===== config.mk =====
export PLATFORM = sky130hd
export DESIGN_NAME = idio_port
export DESIGN_NICKNAME = d
export VERILOG_FILES = /design/src/hw/idio_pkg.sv /design/src/hw/idio_port.sv
export VERILOG_INCLUDE_DIRS = /design/src /design/src/hw
export SDC_FILE = /design/constraint.sdc
export NUM_CORES = 1
export LEC_CHECK = 0
export ABC_AREA = 1
export BUFFER_PORTS_ARGS = -buffer_cell sky130_fd_sc_hd__clkbuf_2
export CORE_MARGIN = 2
export CORE_UTILIZATION = 60
export CTS_BUF_LIST = sky130_fd_sc_hd__clkbuf_4 sky130_fd_sc_hd__clkbuf_8
export CTS_CLUSTER_DIAMETER = 60
export CTS_CLUSTER_SIZE = 14
export DETAILED_ROUTE_END_ITERATION = 6
export HOLD_SLACK_MARGIN = 0.08
export PLACE_DENSITY = 0.81
export SYNTH_ARGS = -nofsm -noshare
export SYNTH_HDL_FRONTEND = slang
export SYNTH_SLANG_ARGS = --single-unit

===== constraint.sdc =====
create_clock -name mclk -period 9.2 [get_ports mclk]
set_clock_uncertainty 0.1 [all_clocks]
set_input_delay 1.84 -clock mclk [delete_from_list [all_inputs] [get_ports mclk]]
set_output_delay 1.84 -clock mclk [all_outputs]
set_load 0.1 [all_outputs]

===== src/hw/idio_consts.svh =====
`ifndef IDIO_CONSTS_SVH
`define IDIO_CONSTS_SVH

// ----------------------------------------
// port geometry
// ----------------------------------------
`define IDIO_NCH 16
`define IDIO_WIN_BITS 5
`define IDIO_OUT_RESET 16'h0000
`define IDIO_MASK_RESET 16'hffff

// ----------------------------------------
// filter timing
// ----------------------------------------
`define IDIO_CLK_NS 25
`define IDIO_FILT_TICK_NS 1000
`define IDIO_FILT_TICK_CYC ((`IDIO_FILT_TICK_NS + `IDIO_CLK_NS - 1) / `IDIO_CLK_NS)
`define IDIO_FILT_SEL_RESET 4'h0

`endif


===== src/hw/idio_pkg.sv =====
package idio_pkg;
	typedef logic [15:0] idio_word_t;

	typedef struct packed {
		logic [31:5] base;
		logic [3:0] filtSel;
	} idio_cfg_t;

	typedef struct packed {
		logic [15:0] level;
		logic [15:0] intStatus;
		logic intReq;
	} idio_stat_t;
endpackage


===== src/hw/idio_port.sv =====
`timescale 1ns/10ps
`include "idio_consts.svh"

// Function
// - sixteen inputs, each readable and each usable as an interrupt source
// - all sixteen interrupt sources merged onto one shared request output
// - per input, software picks rising or falling data edge for interrupts
// - conducting input (low pin) reads as data one
// - sixteen sink outputs; data one turns transistor on, pin low
// - data zero is high pin, data one is low pin, both directions
// - thirty-two byte window decoded at any aligned base
// - digital filter rejects noise and chatter before data and interrupts
// - up to sixteen ports distinguished by software-set base address
// - reset forces every output off
module idio_port
	import idio_pkg::*;
(
	input wire logic mclk,
	input wire logic rst_b,
	input wire logic [15:0] inPin,
	output logic [15:0] outPinOe_b,
	output logic [15:0] outPin,
	input wire idio_cfg_t cfg,
	input wire logic [31:0] ioAddr,
	output logic addrHit,
	input wire logic outWrEn,
	input wire idio_word_t outData,
	input wire idio_word_t edgeSel,
	input wire idio_word_t intMask,
	input wire logic ackEn,
	input wire idio_word_t ackBits,
	output idio_word_t outReadback,
	output idio_stat_t stat,
	output logic intA_b
);
	// ----------------------------------------
	// address window
	// ----------------------------------------
	// low five address bits pick a byte inside the window and are ignored
	logic [26:0] winTag;
	assign winTag = ioAddr[31:`IDIO_WIN_BITS];
	assign addrHit = (winTag == cfg.base);

	// ----------------------------------------
	// filter tick divider
	// ----------------------------------------
	logic [5:0] tickCnt_r;
	logic tick;
	assign tick = (tickCnt_r == 6'(`IDIO_FILT_TICK_CYC - 1));

	always_ff @(posedge mclk) begin
		if (!rst_b) begin
			tickCnt_r <= 6'h00;
		end else if (tick) begin
			tickCnt_r <= 6'h00;
		end else begin
			tickCnt_r <= tickCnt_r + 6'h01;
		end
	end

	// filter time in ticks is 2^sel; a table keeps the encoding plain
	logic [15:0] filtLen;
	always_comb begin
		case (cfg.filtSel)
			4'h0: filtLen = 16'h0001;
			4'h1: filtLen = 16'h0002;
			4'h2: filtLen = 16'h0004;
			4'h3: filtLen = 16'h0008;
			4'h4: filtLen = 16'h0010;
			4'h5: filtLen = 16'h0020;
			4'h6: filtLen = 16'h0040;
			4'h7: filtLen = 16'h0080;
			4'h8: filtLen = 16'h0100;
			4'h9: filtLen = 16'h0200;
			4'ha: filtLen = 16'h0400;
			4'hb: filtLen = 16'h0800;
			4'hc: filtLen = 16'h1000;
			4'hd: filtLen = 16'h2000;
			4'he: filtLen = 16'h4000;
			4'hf: filtLen = 16'h8000;
			default: filtLen = 16'h0001;
		endcase
	end

	// ----------------------------------------
	// input conditioning
	// ----------------------------------------
	idio_word_t rawData;
	idio_word_t fltData_r;
	idio_word_t fltPrev_r;
	assign rawData = ~inPin;

	// ----------------------------------------
	// per-channel filter
	// ----------------------------------------
	genvar ch;
	generate
		for (ch = 0; ch < `IDIO_NCH; ch++) begin : gChan
			logic [15:0] stab_r;
			logic fltBit_r;
			logic differ;
			logic settled;
			assign differ = (rawData[ch] != fltBit_r);
			// one tick beyond the length, as the first tick after a change is partial
			assign settled = (stab_r >= filtLen);

			always_ff @(posedge mclk) begin
				if (!rst_b) begin
					stab_r <= 16'h0000;
				end else if (!differ) begin
					stab_r <= 16'h0000;
				end else if (tick) begin
					if (settled) begin
						stab_r <= 16'h0000;
					end else begin
						stab_r <= stab_r + 16'h0001;
					end
				end
			end

			always_ff @(posedge mclk) begin
				if (!rst_b) begin
					fltBit_r <= 1'h0;
				end else if (differ && tick && settled) begin
					fltBit_r <= rawData[ch];
				end
			end
			assign fltData_r[ch] = fltBit_r;
		end
	endgenerate

	// ----------------------------------------
	// edge detection
	// ----------------------------------------
	// resets to data zero, the idle level, so no false edge follows reset
	always_ff @(posedge mclk) begin
		if (!rst_b) begin
			fltPrev_r <= 16'h0000;
		end else begin
			fltPrev_r <= fltData_r;
		end
	end

	idio_word_t rise;
	idio_word_t fall;
	idio_word_t evt;
	assign rise = fltData_r & ~fltPrev_r;
	assign fall = ~fltData_r & fltPrev_r;
	always_comb begin
		evt = 16'h0000;
		for (int i = 0; i < `IDIO_NCH; i++) begin
			if (edgeSel[i]) begin
				evt[i] = rise[i];
			end else begin
				evt[i] = fall[i];
			end
		end
	end

	// ----------------------------------------
	// interrupt status
	// ----------------------------------------
	idio_word_t status_r;
	idio_word_t ackClr;
	assign ackClr = ackEn ? ackBits : 16'h0000;

	// new edge beats a same-cycle acknowledge, so no event is lost
	always_ff @(posedge mclk) begin
		if (!rst_b) begin
			status_r <= 16'h0000;
		end else begin
			for (int i = 0; i < `IDIO_NCH; i++) begin
				if (evt[i]) begin
					status_r[i] <= 1'h1;
				end else if (ackClr[i]) begin
					status_r[i] <= 1'h0;
				end
			end
		end
	end

	// ----------------------------------------
	// shared request
	// ----------------------------------------
	// masked bits still latch, so unmasking later raises the request on the next clock
	idio_word_t pend;
	assign pend = status_r & ~intMask;
	logic intReq_r;

	always_ff @(posedge mclk) begin
		if (!rst_b) begin
			intReq_r <= 1'h0;
		end else begin
			intReq_r <= |pend;
		end
	end
	assign intA_b = ~intReq_r;

	// ----------------------------------------
	// outputs
	// ----------------------------------------
	idio_word_t out_r;

	always_ff @(posedge mclk) begin
		if (!rst_b) begin
			out_r <= `IDIO_OUT_RESET;
		end else if (outWrEn) begin
			out_r <= outData;
		end
	end
	// open collector: enable low pulls the pin low; the pin never drives high
	assign outPinOe_b = ~out_r;
	assign outPin = 16'h0000;
	assign outReadback = out_r;

	// ----------------------------------------
	// status word
	// ----------------------------------------
	assign stat.level = fltData_r;
	assign stat.intStatus = status_r;
	assign stat.intReq = intReq_r;
endmodule


* After elaboration in Yosys (flattened, before gate mapping)
Memories as Yosys holds them, arrays and structs flattened. Cells that the tools add are included. Widths: inputs -> output; s select.
Word-level totals: register bits 327, ROM bits 256, bits of input ports 147, output and inout bits 83, logic and storage cells 245, memories 1
Cells by class: add/subtract/negate cells 17, order comparisons 16, equality and inequality tests 18, muxes and demuxes 65, bitwise operators 10, reduce and logical (&&, ||, !) cells 66
Memory list:
- (name not given) | depth 16, width 16, rd ports 1, clocked after Yosys merged registers in 0, write ports 0, RTL line idio_port.sv:64 | case (cfg.filtSel)
Operators with widths (count):
- $mux 16 | 17
- $add 16x1->16 const B | 16
- $ge 16x16->1 | 16
- $not 16->16 | 5
- $and 16x16->16 | 3
- $mux 1 | 48
- $logic_and 1x1->1 | 32
- $reduce_and 2->1 | 16
- $reduce_bool 2->1 | 16
- $eq 27x27->1 | 1
- $ne 1x1->1 | 16
- $reduce_or 16->1 | 1
- $add 6x1->6 const B | 1
- $eq 6x6->1 const B | 1
- $not 1->1 | 2
- $reduce_or 2->1 | 1

* Depth between registers and ports, before layout
word-level depth 4, mapped depth 16, mapped depth without buffers 14

* Worst setup path after synthesis
OpenSTA, ideal clock, no wires.
path kind in2out, from in cfg[22] in the netlist's numbering, to out addrHit, data arrival time 3608 ps, slack 3652 ps, stages on the path 4, path through xor2_1 -> nor4_1 -> nand3_1 -> nor2_1
Between the ends: word-level cells in the longest chain between the ends 1
Ends and longest elaborated chain:
- start, declared | RTL line idio_port.sv:23 | input wire idio_cfg_t cfg,
- $eq 27x27->1 | RTL line idio_port.sv:42 | assign addrHit = (winTag == cfg.base);
- end, declared | RTL line idio_port.sv:25 | output logic addrHit,
No other way between the ends.

* Worst setup path in the final report
from in cfg[14] in the netlist's numbering, to out addrHit
The elaborated chain is that of the path after synthesis.

==> results_dict.tcl <==
set metrics [dict create \
    arrival_ps 3080 \
    synth_cell_types 44 \
    drv_slew 0 \
    rows 69 \
    min_path_cells 2 \
    crit_buf_inv 2 \
    cts_resized 0 \
    final_util_pct 66.7 \
    clk_latency_ps 570 \
    area.sequential_um2 6550 \
    n_antenna_cell 0 \
    hold_viol 0 \
    drive_gt1_share_pct 10.6 \
    synthTopCellsByArea "dfxtp_1 (30%), ha_1 (16%), nand2_1 (12%), nor2_1 (6.9%), inv_1 (6.5%)" \
    crit_top_cell "clkbuf_2" \
    clkSlewWorstSetupHoldPaths_ps 80 \
    io_pins 230 \
    cp_slowest_cell "clkbuf_2" \
    vias 20266 \
    syn2layout_area_growth_pct 9.29 \
    min_path_type "reg2reg" \
    die_y_um 194 \
    nets 3678 \
    ir_drop_v 0.000132 \
    grt_max_degree 72 \
    port_buffers 208 \
    first_iter_violations 1205 \
    worst-r2r-setup-slack_ps 6290 \
    power.total_mw 2.81 \
    synth_area_per_cell_um2 7.07 \
    drv_cap 0 \
    yosysTopAreaCell "dfxtp_1" \
    worstSetupPathDepth 6 \
    cts_root_buf "clkbuf_8" \
    drc 0 \
    hpwl_mm 40.5 \
    layout_setup_ws_ps 4180 \
    synth_edf_count 0 \
    fin_crit_sh_pct 54.5 \
    p_per_area_nw_per_um2 118 \
    grt_pass1_wl_mm 91.4 \
    ys.flop_type "dfxtp_1" \
    layout_min_cycle_time_ps 5020 \
    vias_per_cell 5.42 \
    drt_wl_total_mm 55.7 \
    hp-start "gChan[14].fltBit_r" \
    rsz0062_at_grt "false" \
    crit_chain "clkbuf_2, xor2_1, nor4_1, nand3_1, nor2_1, clkbuf_2" \
    synth_area_um2 21700 \
    synth-seq-cells 327 \
    cts_setup_buffers 0 \
    leakagePower_nw 10.9 \
    worst-r2r-cell-count 10 \
    status "finished clean" \
    tightest_slew_ps 1080 \
    track_usage_pct 29.1 \
    die_w_um 194 \
    multiInputGateArea_um2 13300 \
    cp_data_required_time_ps 7260 \
    whs_ps 369 \
    antenna_found_initial 1 \
    grt_pass1_vias 19326 \
    dieArea_um2 37700 \
    cpPeakStageDelay_ps 460 \
    cts_tree "yes" \
    tns_ps 0 \
    nFillCells 3037 \
    place_congestion 0.872 \
    netlist.area_leader.share_pct 30.2 \
    holdBufCountCts 0 \
    cts_max_level 2 \
    startpoint_type "input port" \
    core_um2 35600 \
    critPathKind "in2out" \
    post-place-ws_ps 4010 \
    drt_pass1_iterations 7 \
    cp_top_family "buffers and inverters" \
    async_flop_share_pct 0 \
    reg2reg_from "tickCnt_r[0]" \
    fmax_mhz 199 \
    clock_path_buffers 3 \
    setup_viol 0 \
    routedWlPerCell_um 14.9 \
    yosys_warnings 0 \
    end_kind "output pin" \
    critical_path.max_fanout 1 \
    initial_utilization_pct 61.0 \
    syn_inst 3069 \
    ant_nets 0 \
    cts_sinks 327 \
    overflow 0 \
    crit_start "cfg[14]" \
    max-slew-margin-rel_pct 27.8 \
    cts_buffers 34 \
    ys_seq_area_share_pct 30.2 \
]
synth_stat cells, types with 2 or more instances:
master and instances:
or2_0 3, nor4_1 11, nand4_1 92, o21ai_1 4, nor3b_1 6, nand3b_1 2
nor3_2 9, o21bai_1 2, o211ai_1 2, clkbuf_1 17, mux2i_1 3, a21o_1 11
a21oi_1 205, dfxtp_1 327, nand3_2 8, nor2_2 18, inv_1 375, a21boi_0 2
nand2_2 3, buf_4 38, nor2_4 10, o22ai_1 12, buf_2 32, o31ai_1 6
nand3_1 101, nor2_1 397, xnor2_1 35, ha_1 273, o21a_1 4, nor3_1 82
nand2_1 686, or3_1 2, a32o_1 3, xor2_1 132, or2_2 11, buf_6 4
o21ai_0 134
through the flow:
step           area [µm²]  std cells
2_1_floorplan       21800       3084
3_5_place_dp        23000       3683
3_3_place_gp        23000       3683
6_report            23700       3739
4_1_cts             23700       3739
5_1_grt             23700       3739
kinds of logic after synthesis:
| kind of cell | count (synthesis) | synth area share [%] |
|---|---|---|
| compound gates | 386 | 9.36 |
| xor+xnor | 167 | 6.74 |
| fa+ha+maj | 273 | 15.7 |
| buf+inv | 468 | 9.07 |
| flops | 327 | 30.2 |
| mux | 3 | 0.138 |
| other cells | 1 | 0.0173 |
| simple gates | 1444 | 28.8 |
registers in the layout (all words and copies together), names as in the netlist:
name / flops
fltPrev_r: 16
intReq_r: 1
gChan.fltBit_r: 16
tickCnt_r: 6
gChan.stab_r: 256
outReadback: 16
status_r: 16
where the power goes:
part	leakage [nW]	switching (mW)	internal [mW]
combinational	7.87	0.252	0.0882
clock	0.368	0.554	0.487
sequential	2.64	0.00379	1.42
placed cells by master (no fill, tap or decap), types with 3 or more instances in the layout:
master,n
o31ai_1,6
mux2i_1,3
nand3_1,101
or2_2,11
o22ai_1,12
xor2_1,132
clkinv_4,3
clkbuf_4,3
clkinv_2,4
a21o_1,11
o21ai_1,4
dfxtp_1,327
bufinv_16,3
nor3b_1,6
nor3_2,9
a32o_1,3
buf_4,21
o21a_1,4
nand2_2,3
clkbuf_8,38
nor3_1,82
nor2_4,10
nor2_2,18
o21ai_0,134
nand4_1,92
nand2_1,686
clkinvlp_4,3
inv_1,375
conb_1,16
clkbuf_2,208
nor4_1,10
xnor2_1,35
nor2_1,397
ha_1,273
a21oi_1,205
or2_0,3
nand3_2,8
tightest hold or removal path: cells and delay by family, from the launching register on:
kind                   cells  cell delay, ps
buffers and inverters      1              30
and+or+nand+nor            1              60
DFF                        1             340
layout make-up:
class | instances | area share [%]
repair buffers | 229 | 5.05
inverters | 377 | 5.97
clock buffers | 41 | 2.30
well taps | 461 | 2.43
multi-input cells | 2289 | 55.9
flip-flops and latches | 327 | 27.6
clock inverters | 15 | 0.754
path summary, 6_finish.rpt:
kind,end
hold / removal,fltPrev_r[14]
setup reg to reg,gChan[10].stab_r[13]
setup / recovery,addrHit
hold reg to reg,fltPrev_r[14]
layer usage:
| metal | vias to the layer above | track usage, % | routed length (µm) |
|---|---|---|---|
| li1 | 10329 | - | - |
| met1 | 9217 | 34.8 | 23400 |
| met2 | 549 | 50.5 | 25900 |
| met3 | 169 | 5.24 | 3720 |
| met4 | 2 | 13.7 | 2640 |
| met5 | - | 0 | 13 |
Note: power is estimated with default switching activity, not from simulation.
